`config.mk`:
```
export PLATFORM = sky130hd
export DESIGN_NAME = cpu_mode_address_control
export DESIGN_NICKNAME = d
export VERILOG_FILES = /design/src/rtl/mode_addr_pkg.sv /design/src/rtl/cpu_mode_address_control.sv
export SDC_FILE = /design/constraint.sdc
export NUM_CORES = 1
export LEC_CHECK = 0
export ABC_AREA = 1
export BUFFER_PORTS_ARGS = -buffer_cell sky130_fd_sc_hd__buf_4
export CAP_MARGIN = 20
export CORE_AREA = 5 5 173 175
export CTS_CLUSTER_DIAMETER = 50
export DETAILED_ROUTE_END_ITERATION = 6
export DIE_AREA = 0 0 178 180
export RECOVER_POWER = 50
export REMOVE_ABC_BUFFERS = 1
export SLEW_MARGIN = 20
export SYNTH_ARGS = -nofsm -noshare
export SYNTH_HDL_FRONTEND = slang
export SYNTH_SLANG_ARGS = --single-unit
```
`constraint.sdc`:
```
create_clock -name clk -period 3.95 [get_ports clk]
set_clock_uncertainty 0.1 [all_clocks]
set_input_delay 0.395 -clock clk [delete_from_list [all_inputs] [get_ports clk]]
set_output_delay 0.395 -clock clk [all_outputs]
set_load 0.01 [all_outputs]
```
`src/rtl/mode_addr_pkg.sv`:
```
// constants for the mode-dependent address control block
package mode_addr_pkg;
   typedef enum logic [3:0] {
      MODE_NORMAL = 4'h1,
      MODE_MIDDLE = 4'h2,
      MODE_ADVANCED = 4'h4,
      MODE_MAXIMUM = 4'h8
   } cpu_mode_t;
   localparam logic [1:0] PIN_NORMAL = 2'h0;
   localparam logic [1:0] PIN_MIDDLE = 2'h1;
   localparam logic [1:0] PIN_ADVANCED = 2'h2;
   localparam logic [1:0] PIN_MAXIMUM = 2'h3;
   localparam logic [31:0] VEC_BASE = 32'h0000_0000;
   localparam logic [31:0] VEC_STRIDE_NARROW = 32'h0000_0002;
   localparam logic [31:0] VEC_STRIDE_WIDE = 32'h0000_0004;
   localparam logic [31:0] MASK16 = 32'h0000_ffff;
   localparam logic [31:0] MASK24 = 32'h00ff_ffff;
   localparam logic [31:0] PC_ALIGN = 32'hffff_fffe;
   localparam int SIGN16 = 15;
   localparam logic [5:0] STACK_W16 = 6'h10;
   localparam logic [5:0] STACK_W24 = 6'h18;
   localparam logic [5:0] STACK_W32 = 6'h20;
   localparam logic [5:0] FETCH_W16 = 6'h10;
   localparam logic [5:0] FETCH_W32 = 6'h20;
   localparam int SP_REG_INDEX = 7;
   localparam int IMASK_BIT = 7;
   typedef enum logic [3:0] {
      OP_ADDSUB = 4'h0,
      OP_MUL16 = 4'h1,
      OP_MUL32 = 4'h2,
      OP_DIV16 = 4'h3,
      OP_DIV32 = 4'h4
   } alu_op_t;
   localparam logic [4:0] STATES_ONE = 5'h01;
   localparam logic [4:0] STATES_MUL32 = 5'h05;
   localparam logic [4:0] STATES_DIV16 = 5'h0a;
   localparam logic [4:0] STATES_DIV32 = 5'h12;
endpackage

```
`src/rtl/cpu_mode_address_control.sv`:
```
// mode-dependent address, vector, stack and timing control
`timescale 1ns/10ps
module cpu_mode_address_control
   import mode_addr_pkg::*;
(
   input wire logic clk,
   input wire logic reset,
   input wire logic [1:0] mode_pins,
   input wire logic [31:0] ea_in,
   input wire logic is_data_access,
   input wire logic in_branch_instr,
   input wire logic [7:0] vector_num,
   input wire logic [7:0] indirect_abs_addr,
   input wire logic [31:0] indirect_operand,
   input wire logic [31:0] vector_entry,
   input wire logic [31:0] pc_in,
   input wire logic instr_fetch_width_select,
   input wire logic [15:0] upper_half_in,
   input wire logic incdec_carry,
   input wire logic [7:0] condition_code_reg_in,
   input wire logic exception_start,
   input wire logic op_start,
   input wire logic [3:0] op_kind,
   input wire logic sleep_exec,
   input wire logic wake,
   output logic [3:0] cpu_mode,
   output logic [31:0] ea_out,
   output logic ea_out_of_range,
   output logic [31:0] vector_addr,
   output logic [31:0] vector_target,
   output logic [31:0] indirect_addr,
   output logic [31:0] indirect_target,
   output logic [5:0] stack_pc_width,
   output logic stack_exr,
   output logic [31:0] stacked_pc,
   output logic [31:0] fetch_addr,
   output logic [5:0] fetch_width,
   output logic [15:0] upper_half_out,
   output logic upper_half_free,
   output logic [7:0] condition_code_reg_out,
   output logic [2:0] stack_reg_index,
   output logic op_busy,
   output logic op_done,
   output logic power_down
);
   cpu_mode_t mode_q;
   logic sampled_q;
   logic [4:0] op_cnt_q;
   logic [4:0] op_cnt_d;
   logic pd_q;

   function automatic logic [4:0] op_states(input logic [3:0] k);
      case (k)
         OP_MUL32: op_states = STATES_MUL32;
         OP_DIV16: op_states = STATES_DIV16;
         OP_DIV32: op_states = STATES_DIV32;
         default: op_states = STATES_ONE;
      endcase
   endfunction

   function automatic logic [31:0] trunc_addr(input logic [31:0] a,
         input cpu_mode_t m);
      case (m)
         MODE_NORMAL: trunc_addr = a & MASK16;
         MODE_MIDDLE: trunc_addr = {{16{a[SIGN16]}}, a[15:0]} & MASK24;
         default: trunc_addr = a;
      endcase
   endfunction

   // mode latched once after reset release
   always_ff @(posedge clk or posedge reset) begin
      if (reset) begin
         mode_q <= MODE_NORMAL;
         sampled_q <= 1'b0;
      end else if (!sampled_q) begin
         sampled_q <= 1'b1;
         case (mode_pins)
            PIN_MIDDLE: mode_q <= MODE_MIDDLE;
            PIN_ADVANCED: mode_q <= MODE_ADVANCED;
            PIN_MAXIMUM: mode_q <= MODE_MAXIMUM;
            default: mode_q <= MODE_NORMAL;
         endcase
      end
   end
   assign cpu_mode = mode_q;

   // effective address and range checks
   always_comb begin
      ea_out = trunc_addr(ea_in, mode_q);
      ea_out_of_range = 1'b0;
      case (mode_q)
         MODE_MIDDLE: ea_out_of_range = is_data_access &&
            ((ea_in & ~MASK16) != 32'h0);
         MODE_ADVANCED: ea_out_of_range = !is_data_access &&
            ((ea_in & ~MASK24) != 32'h0);
         default: ea_out_of_range = 1'b0;
      endcase
   end

   // vector table and memory-indirect targets
   always_comb begin
      indirect_addr = trunc_addr({24'h0, indirect_abs_addr}, mode_q);
      case (mode_q)
         MODE_NORMAL: begin
            vector_addr = VEC_BASE + {23'h0, vector_num, 1'b0};
            vector_target = vector_entry & MASK16;
            indirect_target = indirect_operand & MASK16;
            stack_pc_width = STACK_W16;
            stack_exr = 1'b0;
         end
         MODE_MAXIMUM: begin
            vector_addr = VEC_BASE + {22'h0, vector_num, 2'h0};
            vector_target = vector_entry;
            indirect_target = indirect_operand;
            stack_pc_width = STACK_W32;
            stack_exr = 1'b1;
         end
         default: begin
            vector_addr = VEC_BASE + {22'h0, vector_num, 2'h0};
            vector_target = vector_entry & MASK24;
            indirect_target = indirect_operand & MASK24;
            stack_pc_width = STACK_W24;
            stack_exr = 1'b0;
         end
      endcase
   end

   always_comb begin
      case (mode_q)
         MODE_NORMAL: stacked_pc = pc_in & MASK16;
         MODE_MAXIMUM: stacked_pc = pc_in;
         default: stacked_pc = pc_in & MASK24;
      endcase
   end

   assign fetch_addr = pc_in & PC_ALIGN;
   assign fetch_width = instr_fetch_width_select ? FETCH_W32 : FETCH_W16;
   assign stack_reg_index = 3'(SP_REG_INDEX);

   // upper half register behaviour
   always_comb begin
      upper_half_out = upper_half_in;
      if (incdec_carry && (mode_q == MODE_NORMAL || mode_q == MODE_MIDDLE))
         upper_half_out = upper_half_in + 16'h0001;
      upper_half_free = !(mode_q == MODE_MIDDLE && in_branch_instr);
   end

   always_comb begin
      condition_code_reg_out = condition_code_reg_in;
      if (exception_start)
         condition_code_reg_out[IMASK_BIT] = 1'b1;
   end

   // execution timing counter
   always_comb begin
      op_cnt_d = op_cnt_q;
      if (op_cnt_q != 5'h0)
         op_cnt_d = op_cnt_q - 5'h01;
      else if (op_start)
         op_cnt_d = op_states(op_kind) - 5'h01;
   end
   always_ff @(posedge clk or posedge reset) begin
      if (reset)
         op_cnt_q <= 5'h0;
      else
         op_cnt_q <= op_cnt_d;
   end
   assign op_busy = (op_cnt_q != 5'h0);
   assign op_done = (op_cnt_q == 5'h01) ||
      (op_cnt_q == 5'h0 && op_start && op_states(op_kind) == STATES_ONE);

   always_ff @(posedge clk or posedge reset) begin
      if (reset)
         pd_q <= 1'b0;
      else if (sleep_exec)
         pd_q <= 1'b1;
      else if (wake)
         pd_q <= 1'b0;
   end
   assign power_down = pd_q;

   AST_MODE_HELD: assert property (@(posedge clk) disable iff (reset)
      sampled_q && $past(sampled_q) |-> $stable(mode_q))
      else $error("mode changed after sampling");
   AST_NORMAL_EA: assert property (@(posedge clk) disable iff (reset)
      mode_q == MODE_NORMAL |-> ea_out[31:16] == 16'h0)
      else $error("normal ea not truncated");
   AST_MIDDLE_SIGN: assert property (@(posedge clk) disable iff (reset)
      mode_q == MODE_MIDDLE |-> ea_out[23:16] == {8{ea_in[15]}})
      else $error("middle ea not sign extended");
   AST_MUL32: assert property (@(posedge clk) disable iff (reset)
      op_start && !op_busy && op_kind == OP_MUL32 |->
      ##1 op_busy [*4] ##0 op_done)
      else $error("mul32 not five states");
   AST_DIV16: assert property (@(posedge clk) disable iff (reset)
      op_start && !op_busy && op_kind == OP_DIV16 |->
      ##9 op_done)
      else $error("div16 not ten states");
   AST_DIV32: assert property (@(posedge clk) disable iff (reset)
      op_start && !op_busy && op_kind == OP_DIV32 |->
      ##17 op_done)
      else $error("div32 not eighteen states");
   AST_ONE_STATE: assert property (@(posedge clk) disable iff (reset)
      op_start && !op_busy && op_kind == OP_ADDSUB |->
      op_done ##1 !op_busy)
      else $error("add not one state");
   AST_STACK_W: assert property (@(posedge clk) disable iff (reset)
      stack_pc_width == ((mode_q == MODE_NORMAL) ? STACK_W16 :
      (mode_q == MODE_MAXIMUM) ? STACK_W32 : STACK_W24))
      else $error("stack width wrong");
   AST_FETCH_ALIGN: assert property (@(posedge clk) disable iff (reset)
      !fetch_addr[0] && fetch_addr[31:1] == pc_in[31:1])
      else $error("fetch address misaligned");
   AST_SLEEP: assert property (@(posedge clk) disable iff (reset)
      sleep_exec |=> power_down)
      else $error("sleep did not power down");
   AST_IMASK: assert property (@(posedge clk) disable iff (reset)
      exception_start |-> condition_code_reg_out[IMASK_BIT])
      else $error("interrupt mask not set");
   AST_WIDE_VEC: assert property (@(posedge clk) disable iff (reset)
      mode_q inside {MODE_MIDDLE, MODE_ADVANCED} |->
      vector_target[31:24] == 8'h0 && indirect_target[31:24] == 8'h0)
      else $error("wide vector top byte not zero");
   AST_MUL16: assert property (@(posedge clk) disable iff (reset)
      op_start && !op_busy && op_kind == OP_MUL16 |->
      op_done ##1 !op_busy)
      else $error("mul16 not one state");
   AST_BUSY_COUNT: assert property (@(posedge clk) disable iff (reset)
      op_busy |=> op_cnt_q == $past(op_cnt_q) - 5'h01)
      else $error("busy counter skipped or restarted");
   AST_WAKE: assert property (@(posedge clk) disable iff (reset)
      wake && !sleep_exec |=> !power_down)
      else $error("wake did not leave power-down");
   AST_MODE_ONEHOT: assert property (@(posedge clk) disable iff (reset)
      $onehot(mode_q))
      else $error("mode not one of four");
   AST_RANGE_MIDDLE: assert property (@(posedge clk) disable iff (reset)
      mode_q == MODE_MIDDLE && is_data_access |->
      ea_out_of_range == (ea_in[31:16] != 16'h0))
      else $error("middle data range flag wrong");
   AST_RANGE_ADV: assert property (@(posedge clk) disable iff (reset)
      mode_q == MODE_ADVANCED && !is_data_access |->
      ea_out_of_range == (ea_in[31:24] != 8'h0))
      else $error("advanced program range flag wrong");
   AST_NORMAL_VEC: assert property (@(posedge clk) disable iff (reset)
      mode_q == MODE_NORMAL |-> vector_addr[31:9] == 23'h0 &&
      !vector_addr[0] && vector_target[31:16] == 16'h0)
      else $error("normal vector entry not 16 bits");
   AST_MAX_VEC: assert property (@(posedge clk) disable iff (reset)
      mode_q == MODE_MAXIMUM |-> vector_target == vector_entry &&
      vector_addr[1:0] == 2'h0)
      else $error("maximum vector not full 32 bits");
   AST_MAX_INDIRECT: assert property (@(posedge clk) disable iff (reset)
      mode_q == MODE_MAXIMUM |-> indirect_target == indirect_operand)
      else $error("maximum indirect target not full 32 bits");
   AST_INDIRECT_ADDR: assert property (@(posedge clk) disable iff (reset)
      indirect_addr[31:8] == 24'h0 &&
      indirect_addr[7:0] == indirect_abs_addr)
      else $error("indirect address not from 8-bit field");
   AST_STACK_NORMAL: assert property (@(posedge clk) disable iff (reset)
      mode_q == MODE_NORMAL |-> stacked_pc[31:16] == 16'h0 &&
      stacked_pc[15:0] == pc_in[15:0])
      else $error("normal stacked pc not 16 bits");
   AST_STACK_WIDE: assert property (@(posedge clk) disable iff (reset)
      mode_q inside {MODE_MIDDLE, MODE_ADVANCED} |->
      stacked_pc == {8'h0, pc_in[23:0]})
      else $error("wide stacked pc not 24 bits");
   AST_EXR_MAX: assert property (@(posedge clk) disable iff (reset)
      stack_exr == (mode_q == MODE_MAXIMUM))
      else $error("extended control stacking wrong");
   AST_FETCH_W: assert property (@(posedge clk) disable iff (reset)
      fetch_width == (instr_fetch_width_select ? FETCH_W32 :
      FETCH_W16))
      else $error("fetch width not from select");
   AST_SP_INDEX: assert property (@(posedge clk) disable iff (reset)
      stack_reg_index == 3'(SP_REG_INDEX))
      else $error("stack pointer not register seven");
   AST_UPPER_KEEP: assert property (@(posedge clk) disable iff (reset)
      !incdec_carry |-> upper_half_out == upper_half_in)
      else $error("upper half changed without carry");
   AST_UPPER_FREE: assert property (@(posedge clk) disable iff (reset)
      mode_q == MODE_MIDDLE && in_branch_instr |-> !upper_half_free)
      else $error("upper half free inside middle branch");
endmodule

```
==> results.toml, run 1 <==
[outcome]
status = "completed"

[worst_setup_path]
cp_max_fo = 18
setup.worst_path.end_class = "primary output"
worst-endpoint-required_ps = 3450
cp-start-kind = "flop"
path_class = "flop to primary output"
cp.arrival_ps = 2340

[timing]
setup_ws_ps = 1120
finalSetupViolations = 0
tns_ps = 0
holdWs_ps = 82.9
fmax_mhz = 353
finalHoldViolCount = 0
worstMarginPinSlew_ps = 729
maxSlewHeadroom_pct = 51.0
min_period_over_period_pct = 71.7
slew_viol_final = 0
rsz0062_at_grt = "no"
min_period_ps = 2830

[clock_tree]
ctsHtreeMaxLevel = 1
cts_tree = "built"
root_buffer = "clkbuf_16"
clk_latency_ps = 240
cts_buffers = 3
post_cts_buffers = 0
cts_resized = 0
clockBufferDepth = 2
cts_sinks = 11
ctsHoldBuffers = 0
clkTransAtPathRegs_ps = 40

[power_and_ir_drop]
switching_share_pct = 42.2
power_mw = 0.932
seqPwrFrac_pct = 17.8
intPower_mw = 0.539
p_sw_mw = 0.393
clkPwrFrac_pct = 19.7
pwr-share-comb_pct = 62.5
leakage_nw = 2.49
power_density_nw_per_um2 = 219
ir_worst_vdd_uv = 122

[detailed_routing]
wire_per_inst_um = 19.7
ant_nets = 0
top_layer = "met5"
wl_um = 20500
wl_met3_um = 5730
vias = 3440
wl_met2_um = 8200
drc_errors = 0
wl_met1_um = 6280
vias_per_cell = 3.31
dr.pass1.iters = 4
drt-initial-drc-count = 103

[synthesis]
yosysUniqueCellTypes = 29
yosysWarnings = 0
synth.area.top_cells = "buf_4 40%, inv_1 12%, nor2_1 10%"
synth_seq_area_share_pct = 8.82
synthesis.area_um2 = 3130
synth_top_area_cell = "buf_4"
async_reset_ff_share_pct = 100
synth_edf_count = 0
synth_ff_type = "dfrtp_1"
syn_inst = 543
yosys.area.top_type_share_pct = 40.5
synth_area_per_cell_um2 = 5.77
synth.ff_latch_count = 11

[placement]
hpwlAfterDp_um = 18600
numPortBuffers = 227
dp_slack_ps = 1300
gp_congestion = 0.800

[floorplan]
design.die.area_um2 = 32000
ios = 457
fp.coreArea_um2 = 28300
fp.dieH_um = 180
die_x_um = 178
rows = 62
start_util_pct = 11.1

[worst_hold_path]
hold_path_class = "primary input to async pin"

[grt]
grt_pass1_vias = 3139
antenna_found_initial = 5
overflow = 0
grt_start_max_net_pins = 33
grt_first_pass_wirelength_um = 25300
grt_util_all_layers_pct = 11.5

[cells_and_area]
fin_util_pct = 15.0
nets = 842
area_growth_pct = 35.9
fillers = 3337
drive_above_1_share_pct = 35.4

[job]
cap_violations = 0
[cell usage in the layout, fill, tap and decap left out]
cell type | synthesis | final
a31oi_1 | 1 | 1
and2_1 | 1 | 1
buf_4 | 169 | 217
clkbuf_1 | 0 | 10
clkbuf_16 | 0 | 3
clkbuf_4 | 0 | 1
conb_1 | 2 | 59
dfrtp_1 | 10 | 10
dfstp_2 | 1 | 1
diode_2 | 0 | 1
ha_1 | 4 | 4
inv_1 | 98 | 98
inv_2 | 3 | 3
nand2_1 | 83 | 83
nand2_2 | 1 | 1
nand2_4 | 1 | 1
nand3_1 | 16 | 16
nand3_2 | 1 | 1
nand3b_1 | 4 | 4
nand4_1 | 12 | 12
nor2_1 | 85 | 85
nor3_1 | 3 | 3
nor3_2 | 1 | 1
nor4_1 | 1 | 1
o21ai_0 | 18 | 18
o21ai_1 | 7 | 7
o21bai_1 | 1 | 1
o22ai_1 | 4 | 4
or2_2 | 2 | 2
xnor2_1 | 3 | 3
xor2_1 | 2 | 2
[synth_stat cells, drive strengths merged, types with 2 or more instances]
| cell type | n |
|---|---|
| nor2 | 85 |
| inv | 101 |
| nand3b | 4 |
| xnor2 | 3 |
| dfrtp | 10 |
| nand4 | 12 |
| conb | 2 |
| buf | 178 |
| o22ai | 4 |
| xor2 | 2 |
| or2 | 2 |
| nand2 | 85 |
| nand3 | 17 |
| o21ai | 25 |
| ha | 4 |
| nor3 | 4 |
[worst max-delay path, cell delays in order, from the launching register on]
cell	delay [ps]
dfstp_2	530
inv_1	60
nor2_1	80
nand2_1	260
nand2_2	420
nand2_4	210
inv_2	230
nand2_1	70
nand2_1	60
nand2_1	40
buf_4	130
[layout make-up]
type	count	area, um^2	area share, %
Sequential cell	11	277	6.49
Inverter	101	379	8.90
Tap cell	384	480	11.3
Timing Repair Buffer	227	1670	39.2
Clock buffer	4	78.8	1.85
Antenna cell	1	2.50	0.0587
Multi-Input combinational cell	310	1370	32.2
[final timing paths]
check	startpoint	endpoint	slack [ps]	cells after the start
min in group clk	wake	power_down	230	2
max	cpu_mode[0]	upper_half_out[4]	1120	10
min	reset	power_down	80	2
min reg2reg	power_down	power_down	420	2
max reg2reg	op_cnt_q[0]	op_cnt_q[2]	2320	7
max in group asynchronous	reset	cpu_mode[0]	3310	2
[layer usage]
layer,GRT usage (%),vias to the layer above
li1,-,1609
met1,10.3,1456
met2,16.6,353
met3,15.1,14
met4,0.619,8
met5,3.24,-
[registers in the layout (all words and copies together), names as in the netlist]
| register | flops |
|---|---|
| op_cnt_q | 5 |
| cpu_mode | 4 |
| power_down | 1 |
| sampled_q | 1 |
[logic make-up after synthesis]
kind of cell,after synthesis,synth area share [%]
XOR/XNOR,5,1.40
adder cells (fa/ha/maj),4,1.60
other,2,0.240
flip-flops,11,8.82
AO/OA/AOI/OAI,31,5.23
AND/OR/NAND/NOR,211,28.5
buffers and inverters,279,54.2
[power by group through the flow]
stage	clock network (mW)	logic [mW]	registers, mW
after global routing	0.200	0.655	0.169
final	0.183	0.582	0.166
after CTS	0.192	0.596	0.165
after floorplan	0	0.271	0.165
after detailed placement	0	0.594	0.167
after global placement	0	0.583	0.166
[stage by stage]
stage               area [um^2]  std cells
floorplan                  2030        422
global placement           4210       1033
detailed placement         4210       1033
CTS                        4290       1037
global route               4260       1037
finish                     4260       1038
No activity file was read; power rests on OpenSTA's default activity.
==> inputs of run 2 (changes only) <==
--- a/config.mk
+++ b/config.mk
@@ -5,13 +5,13 @@
 export SDC_FILE = /design/constraint.sdc
 export NUM_CORES = 1
 export LEC_CHECK = 0
-export ABC_AREA = 1
+export ABC_AREA = 0
 export BUFFER_PORTS_ARGS = -buffer_cell sky130_fd_sc_hd__buf_4
 export CAP_MARGIN = 20
-export CORE_AREA = 5 5 173 175
+export CORE_AREA = 5 5 175 177
 export CTS_CLUSTER_DIAMETER = 50
 export DETAILED_ROUTE_END_ITERATION = 6
-export DIE_AREA = 0 0 178 180
+export DIE_AREA = 0 0 180 182
 export RECOVER_POWER = 50
 export REMOVE_ABC_BUFFERS = 1
 export SLEW_MARGIN = 20
==> constraint.sdc (replaced) <==
create_clock -name clk -period 2.95 [get_ports clk]
set_clock_uncertainty 0.1 [all_clocks]
set_input_delay 0.295 -clock clk [delete_from_list [all_inputs] [get_ports clk]]
set_output_delay 0.295 -clock clk [all_outputs]
set_load 0.01 [all_outputs]
==> results.toml, run 2 <==
[outcome]
status = "finished with violations"
violations = "hold timing"

[cells_and_area]
regMostFlops = "op_cnt_q"
area_growth_pct = 41.1
fin_area_um2 = 4040
nets = 684
fillers = 3351
diodes = 0
final_cell_mix = "220 x buf_4, 59 x conb_1, 34 x and2_1, 26 x nor2b_1, 17 x nand2_1"
drive_above_1_share_pct = 48.9
largest_reg_flops = 5
final_common_cell = "buf_4"

[placement]
dp_slack_ps = 626
gp_congestion = 0.781
postPlaceCellArea_um2 = 4010
hpwlAfterDp_um = 13100
numPortBuffers = 227

[detailed_routing]
vias = 2684
dr.pass1.iters = 4
ant_nets = 0
drt-initial-drc-count = 68
drc_errors = 0
vias_per_cell = 3.03
wire_per_inst_um = 16.5
wl_um = 14600

[synthesis]
yosysMostFrequentCell = "buf_4"
yosys.area.top_type_share_pct = 44.8
syn_inst = 381
synth_ff_type = "dfrtp_1"
synth_top_area_cell = "buf_4"
yosysUniqueCellTypes = 41
synth_seq_area_share_pct = 9.65
synth.ff_latch_count = 11
yosysWarnings = 0
synthesis.area_um2 = 2870
async_reset_ff_share_pct = 100
synth_edf_count = 0
synth_area_per_cell_um2 = 7.52
synth_commonest_cells = "171 x buf_4, 34 x and2_1, 26 x nor2b_1"
synth.area.top_cells = "buf_4 45%, dfrtp_1 8.7%, and2_1 7.4%"

[floorplan]
rows = 63
start_util_pct = 9.85
design.die.area_um2 = 32800
ios = 457
fp.dieH_um = 182
fp.coreArea_um2 = 29100
die_x_um = 180

[clock_tree]
cts_buffers = 3
root_buffer = "clkbuf_16"
ctsHoldBuffers = 0
clk_latency_ps = 230
cts_sinks = 11
cts_tree = "built"
ctsHtreeMaxLevel = 1
post_cts_buffers = 0
clkTransAtPathRegs_ps = 50
cts_resized = 0
clockBufferDepth = 2

[worst_setup_path]
cp.arrival_ps = 2180
path_class = "flop to primary output"
cp-start-kind = "flop"
worst-endpoint-required_ps = 2560
cp_max_fo = 8
setup.worst_path.end_class = "primary output"

[power_and_ir_drop]
clkPwrFrac_pct = 20.9
ir_worst_vdd_uv = 95.9
pwr-share-comb_pct = 58.6
seqPwrFrac_pct = 20.5
p_sw_mw = 0.458
leakage_nw = 1.95
power_density_nw_per_um2 = 299
intPower_mw = 0.749
switching_share_pct = 38.0

[timing]
min_period_ps = 2570
setup_ws_ps = 377
holdWs_ps = -7.30
slew_viol_final = 0
maxSlewHeadroom_pct = 59.7
finalHoldViolCount = 5
tns_ps = 0
rsz0062_at_grt = "no"
finalSetupViolations = 0
fmax_mhz = 389
worstMarginPinSlew_ps = 596
min_period_over_period_pct = 87.2

[grt]
grt_util_all_layers_pct = 7.93
grt_pass1_vias = 2684
grt_first_pass_wirelength_um = 18900
grt_start_max_net_pins = 35
overflow = 0
antenna_found_initial = 0

[job]
cap_violations = 0

[worst_hold_path]
hold_path_class = "primary input to async pin"
run 2: routing by layer:
metal  vias to the layer above  global-route usage (%)  wire length, um
met5                         -                    6.52              260
met2                       313                    9.57             5410
li1                       1222                       -                -
met4                         7                   0.457               17
met1                      1135                    8.87             5340
met3                         7                    9.27             3600
run 2: critical path, stage by stage (launching register included):
cell and delay [ps]:
dfstp_2 630, xnor2_2 140, nor4_4 320, or4b_1 490, xnor2_1 200, buf_4 160
run 2: logic make-up (layout without fill, tap and decap cells):
kind of cell / after synthesis / after routing / synth area share (%)
XOR/XNOR: 16 / 16 / 5.15
AND/OR/NAND/NOR: 125 / 125 / 26.6
buffers and inverters: 190 / 247 / 47.5
multiplexers: 8 / 8 / 3.14
adder cells (fa/ha/maj): 4 / 4 / 1.75
other: 2 / 59 / 0.262
AO/OA/AOI/OAI: 25 / 25 / 5.98
flip-flops: 11 / 11 / 9.65
run 2: power groups by stage:
| stage | Combinational, mW | Clock [mW] | Sequential (mW) |
|---|---|---|---|
| detailed placement | 0.725 | 0 | 0.249 |
| global route | 0.785 | 0.272 | 0.256 |
| global placement | 0.722 | 0 | 0.248 |
| finish | 0.707 | 0.252 | 0.247 |
| floorplan | 0.336 | 0 | 0.237 |
| CTS | 0.728 | 0.259 | 0.247 |
run 2: worst paths after layout:
check / start / endpoint / slack, ps / depth (start not counted)
hold / removal: reset / power_down / -7 / 2
hold reg to reg: power_down / power_down / 400 / 1
max in group asynchronous: reset / cpu_mode[0] / 2390 / 2
min in group clk: sleep_exec / power_down / 130 / 2
setup reg to reg: op_cnt_q[0] / op_cnt_q[2] / 780 / 6
setup / recovery: cpu_mode[0] / upper_half_out[13] / 380 / 5
run 2: per-stage QoR:
step	utilization (%)	hold WS [ps]	power [mW]	instances
floorplan	-	46.7	0.573	257
global placement	13.8	261	0.969	881
detailed placement	13.8	262	0.974	881
CTS	14.1	7.24	1.23	885
global route	13.9	30.7	1.31	885
finish	13.9	-7.30	1.21	885
run 2: area by class of cell:
cell class | count | area, um^2 | share of cell area [%]
Sequential cell | 11 | 277 | 6.84
Timing Repair Buffer | 234 | 1710 | 42.2
Inverter | 9 | 33.8 | 0.836
Multi-Input combinational cell | 237 | 1460 | 36.1
Clock buffer | 4 | 78.8 | 1.95
Tap cell | 390 | 488 | 12.1
